**src/hdl/pint_map.vh**
```
// Purpose: constants for the program interrupt unit
// Assumes: word-wide register port, byte offsets
// Notes: class numbers double as dispatch priority, lowest first
`ifndef PINT_MAP_VH
`define PINT_MAP_VH

// Class numbers
`define CLS_ERROR       3'h0
`define CLS_DISC        3'h1
`define CLS_INPUT       3'h2
`define CLS_REALTIME    3'h3
`define CLS_UNITREC     3'h4
`define CLS_OTHERCPU    3'h5
`define CLS_COUNT       6

// Error class detail positions
`define ERR_XFER_PAR    0
`define ERR_ARITH_CHAR  1
`define ERR_ADDR        2
`define ERR_PROGRAM     3
`define ERR_DISC_PAR    4
`define ERR_IO_PAR      5
`define ERR_UR_PAR      6
`define ERR_COMPUTER_LO 0
`define ERR_COMPUTER_HI 3
`define ERR_IFACE_LO    4
`define ERR_IFACE_HI    7

// Register offsets
`define OFS_CONTROL     8'h00
`define OFS_CLASS_IGN   8'h04
`define OFS_SUB_IGN     8'h08
`define OFS_STATUS      8'h0C
`define OFS_COMMAND     8'h10
`define OFS_DETAIL_BASE 8'h20

// Control fields
`define CTL_GLOBAL_IGN  0
`define CTL_OVERRIDE    1
`define SUB_COMPUTER    0
`define SUB_IFACE       1

// Command fields and operations
`define CMD_CLASS_LO    0
`define CMD_DETAIL_LO   8
`define CMD_OP_LO       12
`define CMD_RESUME      15
`define OP_NONE         2'h0
`define OP_SET_ONE      2'h1
`define OP_CLR_ONE      2'h2
`define OP_CLR_CLASS    2'h3

// Status fields
`define STS_CLASS_LO    0
`define STS_BUSY        3
`define STS_PEND_LO     8

// Reset values
`define RST_CONTROL     2'h0
`define RST_CLASS_IGN   6'h00
`define RST_SUB_IGN     2'h0

`endif

```
**src/hdl/request_bank.v**
```verilog
// Purpose: storage toggles for the detail requests of one class
// Assumes: set inputs are single-cycle pulses on sys_clk
// Notes: any set beats any clear in the same cycle
`timescale 1ns/1ps

module request_bank #(
    parameter WIDTH = 8
) (
    // Clock and reset
    input  wire             sys_clk,
    input  wire             rst_n,
    // Sources
    input  wire [WIDTH-1:0] hw_set,
    input  wire [WIDTH-1:0] sw_set,
    input  wire [WIDTH-1:0] sw_clr,
    // State
    output reg  [WIDTH-1:0] toggles
);

reg [WIDTH-1:0] next_toggles;

always @* begin
    next_toggles = (toggles & ~sw_clr) | hw_set | sw_set;
end

always @(posedge sys_clk or negedge rst_n) begin
    if (!rst_n) begin
        toggles <= {WIDTH{1'b0}};
    end else begin
        toggles <= next_toggles;
    end
end

endmodule

```
**src/hdl/program_interrupt_unit.v**
```verilog
// Purpose: request collection, ignore control and class dispatch
// Assumes: event inputs are pulses from logic on sys_clk
// Notes: one class handled at a time; resume re-arms dispatch
`timescale 1ns/1ps
`include "pint_map.vh"

// Functional notes
// - Six classes, each with own entry
// - Error, disc, input, realtime, unitrecord, othercpu
// - Every detail toggle readable by software
// - Error class: computer and interface divisions
// - Toggles set, cleared singly or by class
// - Ignore by class, subclass, globally; keep stored
// - Transfer completion sets interface class request
// - Input message ready raises input request
// - Far-end parity error raises interface error
// - Stop transfer on far-end parity error unless override
// - Sensed error interrupts unless ignored
// - Take jumps to class entry, resumable
// - Illegal operand or address characters are errors
// - Missing memory module flags error
// - Character parity checked on every transfer
module program_interrupt_unit #(
    parameter DETAIL     = 8,
    parameter CHAR_W     = 6,
    parameter ENTRY_W    = 16,
    parameter ENTRY_BASE = 16'h0100,
    parameter ENTRY_STEP = 16'h0010
) (
    // Clock and reset
    input  wire                sys_clk,
    input  wire                resetn,
    // Register port
    input  wire [7:0]          reg_addr,
    input  wire [31:0]         reg_wdata,
    input  wire                reg_wr,
    input  wire                reg_rd,
    output reg  [31:0]         reg_rdata,
    // Processor error checks
    input  wire                xfer_valid,
    input  wire [CHAR_W-1:0]   xfer_char,
    input  wire                xfer_parity,
    input  wire                arith_bad_char,
    input  wire                addr_bad_char,
    input  wire                module_missing,
    input  wire                program_fault,
    // Interface far-end parity errors
    input  wire                disc_par_err,
    input  wire                io_par_err,
    input  wire                ur_par_err,
    // Completion and message events per class
    input  wire [DETAIL-1:0]   disc_evt,
    input  wire [DETAIL-1:0]   input_evt,
    input  wire [DETAIL-1:0]   realtime_evt,
    input  wire [DETAIL-1:0]   unitrec_evt,
    input  wire [DETAIL-1:0]   othercpu_evt,
    // Program control side
    input  wire                handler_done,
    output reg                 take,
    output reg  [ENTRY_W-1:0]  entry_addr,
    output reg  [2:0]          active_class,
    output reg                 busy,
    // Transfer stop requests
    output reg                 disc_stop,
    output reg                 io_stop,
    output reg                 ur_stop
);

localparam NCLS = `CLS_COUNT;

// Dispatch states
localparam [2:0] ST_IDLE = 3'b001;
localparam [2:0] ST_TAKE = 3'b010;
localparam [2:0] ST_HAND = 3'b100;

////////////////////////////////////////////////////////////////////////////////

function [DETAIL-1:0] onehot;
    input [2:0] idx;
    integer k;
    begin
        onehot = {DETAIL{1'b0}};
        for (k = 0; k < DETAIL; k = k + 1) begin
            if (idx == k[2:0]) begin
                onehot[k] = 1'b1;
            end
        end
    end
endfunction

function [2:0] first_set;
    input [NCLS-1:0] vec;
    integer k;
    begin
        first_set = 3'h0;
        for (k = NCLS - 1; k >= 0; k = k - 1) begin
            if (vec[k]) begin
                first_set = k[2:0];
            end
        end
    end
endfunction

////////////////////////////////////////////////////////////////////////////////
// Reset release

reg rst_meta;
reg rst_n;

always @(posedge sys_clk or negedge resetn) begin
    if (!resetn) begin
        rst_meta <= 1'b0;
        rst_n    <= 1'b0;
    end else begin
        rst_meta <= 1'b1;
        rst_n    <= rst_meta;
    end
end

////////////////////////////////////////////////////////////////////////////////
// Software controls

reg  [1:0]      control;
reg  [NCLS-1:0] class_ign;
reg  [1:0]      sub_ign;
wire            wr_cmd;
wire [1:0]      cmd_op;
wire [2:0]      cmd_class;
wire [2:0]      cmd_detail;
wire            cmd_resume;

assign wr_cmd     = reg_wr && (reg_addr == `OFS_COMMAND);
assign cmd_op     = reg_wdata[`CMD_OP_LO +: 2];
assign cmd_class  = reg_wdata[`CMD_CLASS_LO +: 3];
assign cmd_detail = reg_wdata[`CMD_DETAIL_LO +: 3];
assign cmd_resume = wr_cmd && reg_wdata[`CMD_RESUME];

always @(posedge sys_clk or negedge rst_n) begin
    if (!rst_n) begin
        control   <= `RST_CONTROL;
        class_ign <= `RST_CLASS_IGN;
        sub_ign   <= `RST_SUB_IGN;
    end else if (reg_wr) begin
        case (reg_addr)
            `OFS_CONTROL: begin
                control <= reg_wdata[1:0];
            end
            `OFS_CLASS_IGN: begin
                class_ign <= reg_wdata[NCLS-1:0];
            end
            `OFS_SUB_IGN: begin
                sub_ign <= reg_wdata[1:0];
            end
            default: begin
                control <= control;
            end
        endcase
    end
end

////////////////////////////////////////////////////////////////////////////////
// Error detection

reg  [DETAIL-1:0] err_set;
wire              par_bad;

assign par_bad = xfer_valid && ~(^{xfer_char, xfer_parity});

always @* begin
    err_set = {DETAIL{1'b0}};
    err_set[`ERR_XFER_PAR] = par_bad;
    err_set[`ERR_ARITH_CHAR] = arith_bad_char;
    err_set[`ERR_ADDR] = addr_bad_char | module_missing;
    err_set[`ERR_PROGRAM] = program_fault;
    err_set[`ERR_DISC_PAR] = disc_par_err;
    err_set[`ERR_IO_PAR] = io_par_err;
    err_set[`ERR_UR_PAR] = ur_par_err;
end

always @(posedge sys_clk or negedge rst_n) begin
    if (!rst_n) begin
        disc_stop <= 1'b0;
        io_stop   <= 1'b0;
        ur_stop   <= 1'b0;
    end else begin
        disc_stop <= disc_par_err & ~control[`CTL_OVERRIDE];
        io_stop   <= io_par_err & ~control[`CTL_OVERRIDE];
        ur_stop   <= ur_par_err & ~control[`CTL_OVERRIDE];
    end
end

////////////////////////////////////////////////////////////////////////////////
// Request toggles

wire [DETAIL*NCLS-1:0] hw_set;
wire [DETAIL*NCLS-1:0] toggles;

assign hw_set = {othercpu_evt, unitrec_evt, realtime_evt,
                 input_evt, disc_evt, err_set};

genvar c;
generate
    for (c = 0; c < NCLS; c = c + 1) begin : g_cls
        wire            hit;
        wire [DETAIL-1:0] sw_set;
        wire [DETAIL-1:0] sw_clr;
        assign hit    = wr_cmd && (cmd_class == c);
        assign sw_set = (hit && cmd_op == `OP_SET_ONE) ?
                        onehot(cmd_detail) : {DETAIL{1'b0}};
        assign sw_clr = (hit && cmd_op == `OP_CLR_ONE) ? onehot(cmd_detail) :
                        (hit && cmd_op == `OP_CLR_CLASS) ? {DETAIL{1'b1}} :
                        {DETAIL{1'b0}};
        request_bank #(
            .WIDTH (DETAIL)
        ) u_bank (
            .sys_clk (sys_clk),
            .rst_n   (rst_n),
            .hw_set  (hw_set[c*DETAIL +: DETAIL]),
            .sw_set  (sw_set),
            .sw_clr  (sw_clr),
            .toggles (toggles[c*DETAIL +: DETAIL])
        );
    end
endgenerate

////////////////////////////////////////////////////////////////////////////////
// Ignore gating

reg  [DETAIL-1:0] err_mask;
reg  [NCLS-1:0]   pending;
integer           n;

always @* begin
    err_mask = {DETAIL{1'b1}};
    if (sub_ign[`SUB_COMPUTER]) begin
        err_mask[`ERR_COMPUTER_HI:`ERR_COMPUTER_LO] = 4'h0;
    end
    if (sub_ign[`SUB_IFACE]) begin
        err_mask[`ERR_IFACE_HI:`ERR_IFACE_LO] = 4'h0;
    end
    pending[0] = |(toggles[DETAIL-1:0] & err_mask);
    for (n = 1; n < NCLS; n = n + 1) begin
        pending[n] = |toggles[n*DETAIL +: DETAIL];
    end
    pending = pending & ~class_ign & {NCLS{~control[`CTL_GLOBAL_IGN]}};
end

////////////////////////////////////////////////////////////////////////////////
// Dispatch

reg [2:0] state;
reg [2:0] next_state;
wire      any_pend;
wire [2:0] win;

assign any_pend = |pending;
assign win = first_set(pending);

always @* begin
    case (state)
        ST_IDLE: begin
            next_state = any_pend ? ST_TAKE : ST_IDLE;
        end
        ST_TAKE: begin
            next_state = ST_HAND;
        end
        ST_HAND: begin
            next_state = (handler_done || cmd_resume) ? ST_IDLE : ST_HAND;
        end
        default: begin
            next_state = ST_IDLE;
        end
    endcase
end

always @(posedge sys_clk or negedge rst_n) begin
    if (!rst_n) begin
        state        <= ST_IDLE;
        take         <= 1'b0;
        busy         <= 1'b0;
        active_class <= 3'h0;
        entry_addr   <= {ENTRY_W{1'b0}};
    end else begin
        state <= next_state;
        take  <= 1'b0;
        if (state == ST_IDLE && any_pend) begin
            active_class <= win;
            entry_addr   <= ENTRY_BASE + ENTRY_STEP * {{(ENTRY_W-3){1'b0}}, win};
            take         <= 1'b1;
            busy         <= 1'b1;
        end else if (next_state == ST_IDLE) begin
            busy <= 1'b0;
        end
    end
end

////////////////////////////////////////////////////////////////////////////////
// Read port

reg [31:0] next_rdata;
integer    r;

always @* begin
    next_rdata = 32'h0000_0000;
    case (reg_addr)
        `OFS_CONTROL: begin
            next_rdata[1:0] = control;
        end
        `OFS_CLASS_IGN: begin
            next_rdata[NCLS-1:0] = class_ign;
        end
        `OFS_SUB_IGN: begin
            next_rdata[1:0] = sub_ign;
        end
        `OFS_STATUS: begin
            next_rdata[`STS_CLASS_LO +: 3] = active_class;
            next_rdata[`STS_BUSY] = busy;
            next_rdata[`STS_PEND_LO +: NCLS] = pending;
        end
        default: begin
            for (r = 0; r < NCLS; r = r + 1) begin
                if (reg_addr == `OFS_DETAIL_BASE + 4 * r) begin
                    next_rdata[DETAIL-1:0] = toggles[r*DETAIL +: DETAIL];
                end
            end
        end
    endcase
end

always @(posedge sys_clk or negedge rst_n) begin
    if (!rst_n) begin
        reg_rdata <= 32'h0000_0000;
    end else if (reg_rd) begin
        reg_rdata <= next_rdata;
    end else begin
        reg_rdata <= 32'h0000_0000;
    end
end

endmodule

```
**config.mk**
```make
export PLATFORM = sky130hd
export DESIGN_NAME = program_interrupt_unit
export DESIGN_NICKNAME = d
export VERILOG_FILES = /design/src/hdl/request_bank.v /design/src/hdl/program_interrupt_unit.v
export VERILOG_INCLUDE_DIRS = /design/src /design/src/hdl
export SDC_FILE = /design/constraint.sdc
export NUM_CORES = 1
export LEC_CHECK = 0
export ABC_AREA = 1
export BUFFER_PORTS_ARGS = -buffer_cell sky130_fd_sc_hd__buf_2
export CAP_MARGIN = 20
export CORE_MARGIN = 4
export CORE_UTILIZATION = 50
export CTS_CLUSTER_DIAMETER = 30
export DETAILED_ROUTE_END_ITERATION = 8
export PLACE_DENSITY = 0.74
export SLEW_MARGIN = 5
export SYNTH_ARGS = -nofsm -noshare
export SYNTH_HDL_FRONTEND = slang
export SYNTH_SLANG_ARGS = --single-unit
```
**constraint.sdc**
```tcl
create_clock -name sys_clk -period 5.18 [get_ports sys_clk]
set_clock_uncertainty 0.05 [all_clocks]
set_input_delay 0 -clock sys_clk [delete_from_list [all_inputs] [get_ports sys_clk]]
set_output_delay 0 -clock sys_clk [all_outputs]
set_load 0.05 [all_outputs]
```
==> metrics.md <==
| Metric | Value |
|---|---|
| # IOs | `156` |
| Slew @ Worst Pin | `0.9824 ns` |
| CP Capture Type | `register` |
| Root buf cell | `clkbuf_8` |
| Seq/Total Area, Yosys | `43.26%` |
| Final WS setup | `between 2 and 3 ns` |
| Cell Area, Synth | `0.004977 mm2` |
| Post-layout utilization of the core | `64.98%` |
| Die Area | `0.01161 mm2` |
| Ys Warns | `0` |
| CP Data Arrival Time | `2.49 ns` |
| Total power | `1.562 mW` |
| Hold depth | `3` |
| Worst slack at placement | `3.035 ns` |
| Nets | `954` |
| Pwr dens | `247.0 mW/mm2` |
| # setup viols final | `0` |
| EDFF count, synth | `0` |
| Yosys top cell by area | `dfrtp_1` |
| Yosys top cell area share | `42.74%` |
| DR iter-0 viols | `323` |
| First-pass GRT wire length | `24060 um` |
| Cts bufs inserted | `9` |
| CP max-delay cell | `nor3_2` |
| Total gr overflow | `0` |
| Gr busiest metal | `met2` |
| FFs w/ async S/R, synth | `100.0%` |
| Outcome | `finished clean` |
| Prevailing post-synth register cell | `dfrtp_1` |
| Worst VDD drop | `0.0001639 V` |
| Crit. Startpoint | `reg_addr[3]` |
| Clock sink count | `86` |
| Layout cells sized above 1 | `around 18%` |
| H-tree depth | `3` |
| M3 GR Usage | `5.639%` |
| Tcrit/Tclk final | `between 40% and 50%` |
| Layout area overhead | `27.02%` |
| Setup Crit Path Kind | `input pin to register` |
| GRT met2 Usage | `46.00%` |
| Startpoint Class | `input pin` |
| CTS tree | `done` |
| Critical Path Max Stage Delay | `0.75 ns` |
| Vias in the first global route | `between 4000 and 5000` |
| Post-CTS resize count | `0` |
| CP cell instances | `dlygate4sd3_1 > buf_2 > inv_1 > nand3_2 > nor3_2 > nand3_1 > nor2_2 > a21oi_1 > nand2_1` |
| Hpwl dp | `11010 um` |
| Top cells by area, synth | `dfrtp_1, nand2_1, nand3_1` |
| DR WL/cell | `about 15 um` |
| RR Startpoint | `g_cls[2].u_bank.toggles[7]` |
| Row cnt | `36` |
| Final Hold Fails | `0` |
| Clk buf depth | `2` |
| Storage element area | `approximately 0.0022 mm2` |
| Detail Route Antenna Nets | `0` |
| Unique masters post-synth | `31` |
| Die X | `107.8 um` |
| Ant. Diodes | `0` |
| Fmax | `~450 MHz` |
| Cell Area, Placed | `0.005540 mm2` |
| Via count | `5216` |
| Fin. max-slew vios | `0` |
| Clock transition at path regs | `0.09 ns` |
| Pin count of the biggest net entering global routing | `85` |
| Routed WL | `about 15000 um` |
| Pleak | `3.185 nW` |
| Total track usage | `a little over a quarter` |
| Initial Util | `51.16%` |
| WP data required | `5.44 ns` |
| DIE HEIGHT | `107.8 um` |
| Tmin final | `about 2.2 ns` |
| Avg Inst Size Synth | `7.213 um2` |
| Worst slew margin | `between 30% and 40%` |
| MaxCap Viol Count | `0` |
| Hold wc startpoint | `reg_wdata[1]` |
| Hold Path Class | `input pin to register` |
| Reg2reg path depth | `9` |
| Commonest non-fill, non-tap cell in the layout | `nand2_1` |
| Skew-Pair Late Insertion Delay | `0.37 ns` |
| Area of the multi-input gates | `0.002399 mm2` |
| Core area | `~0.01 mm2` |
| Initial antenna violation count | `0` |
| Most frequent cells in the layout | `nand2_1, buf_2, nand3_1, nor2_1, dfrtp_1` |
| Routed vias/inst | `5.258` |
| Post-route setup TNS | `0 ns` |
| Detailed Routing Iterations Pass 1 | `5` |
| Gpl congestion | `0.9507` |
| M1 GR Usage | `33.57%` |
| Syn Inst Count | `690` |
| Crit-path max FO | `14` |
| Port buffer count | `between 100 and 150` |
| # DRC | `0` |
| #FFs+latches synth | `86` |
| Design Area, Final | `roughly 0.0063 mm2` |
| Fillers | `887` |
| RSZ-0062 raised after global routing | `no` |
==> area by class of cell <==
| type | count | area share (%) |
|---|---|---|
| multi-input combinational | 523 | 37.94 |
| sequential | 86 | 34.12 |
| timing repair buffer | 170 | 18.60 |
| inverter | 64 | 3.800 |
| tap | 133 | 2.632 |
| clock buffer | 11 | 2.395 |
| clock inverter | 5 | 0.5145 |
==> state kept, by name, summed over array words and instances (netlist names), 2 cells and up <==
register	flops
entry_addr	2
control	2
active_class	2
g_cls.u_bank.toggles	48
sub_ign	2
state	3
class_ign	6
reg_rdata	14
==> synth_stat cells, drive strengths merged (4+ instances only) <==
cell    number
nand2      181
nand3      105
nor2        98
dfrtp       85
inv         63
a21oi       36
buf         35
o21ai       18
nor3        14
clkbuf      11
nand4       11
nand3b       8
a21boi       4
==> worst paths after layout <==
check | endpoint | slack, ns
worst max-delay path | g_cls[4].u_bank.toggles[3] | 2.95
worst min-delay path | class_ign[1] | 0.01
worst max register to register | entry_addr[8] | 3.02
worst min register to register | g_cls[5].u_bank.toggles[7] | 0.24
max in group asynchronous | state[0] | 4.18
min in group asynchronous | g_cls[5].u_bank.toggles[7] | 0.24
==> metrics by stage <==
step	std cells	hold slack, ns
finish	992	0.01108
global route	992	0.01194
CTS	991	0.009302
detailed placement	918	-0.2610
global placement	918	-0.2654
floorplan	719	-0.3456
==> worst max-delay path: cells and delay by family <==
family / cells / cell delay [ns]
and+or+nand+nor: 5 / 1.57
buffers and inverters: 3 / 0.78
AOI/OAI and AO/OA: 1 / 0.12
==> timing repair <==
item,4_1_cts,5_1_grt
hold endpoints to repair,67,0
buffers inserted,0,0
hold buffers,57,0
==> per-layer routing <==
metal | up-vias | wire length (um)
met5 | - | 0
met4 | 0 | 340
met3 | 26 | 1245
met2 | 247 | 7603
met1 | 2451 | 6079
li1 | 2492 | -
==> power breakdown <==
part	switching [mW]	total (mW)	internal [mW]	leakage, nW
clock	0.249	0.450	0.201	0.0995
sequential	0.0286	0.735	0.707	0.921
combinational	0.264	0.377	0.113	2.16
total	0.541	1.56	1.02	3.18
==> kinds of logic after synthesis <==
logic type	Yosys count	synth area share, %
simple gates	421	37.53
other cells	2	0.1509
mux	2	0.4525
flops	86	43.26
buf+inv	110	10.83
compound gates	64	6.888
xor+xnor	5	0.8800
Power figures use the tool's default switching activity.
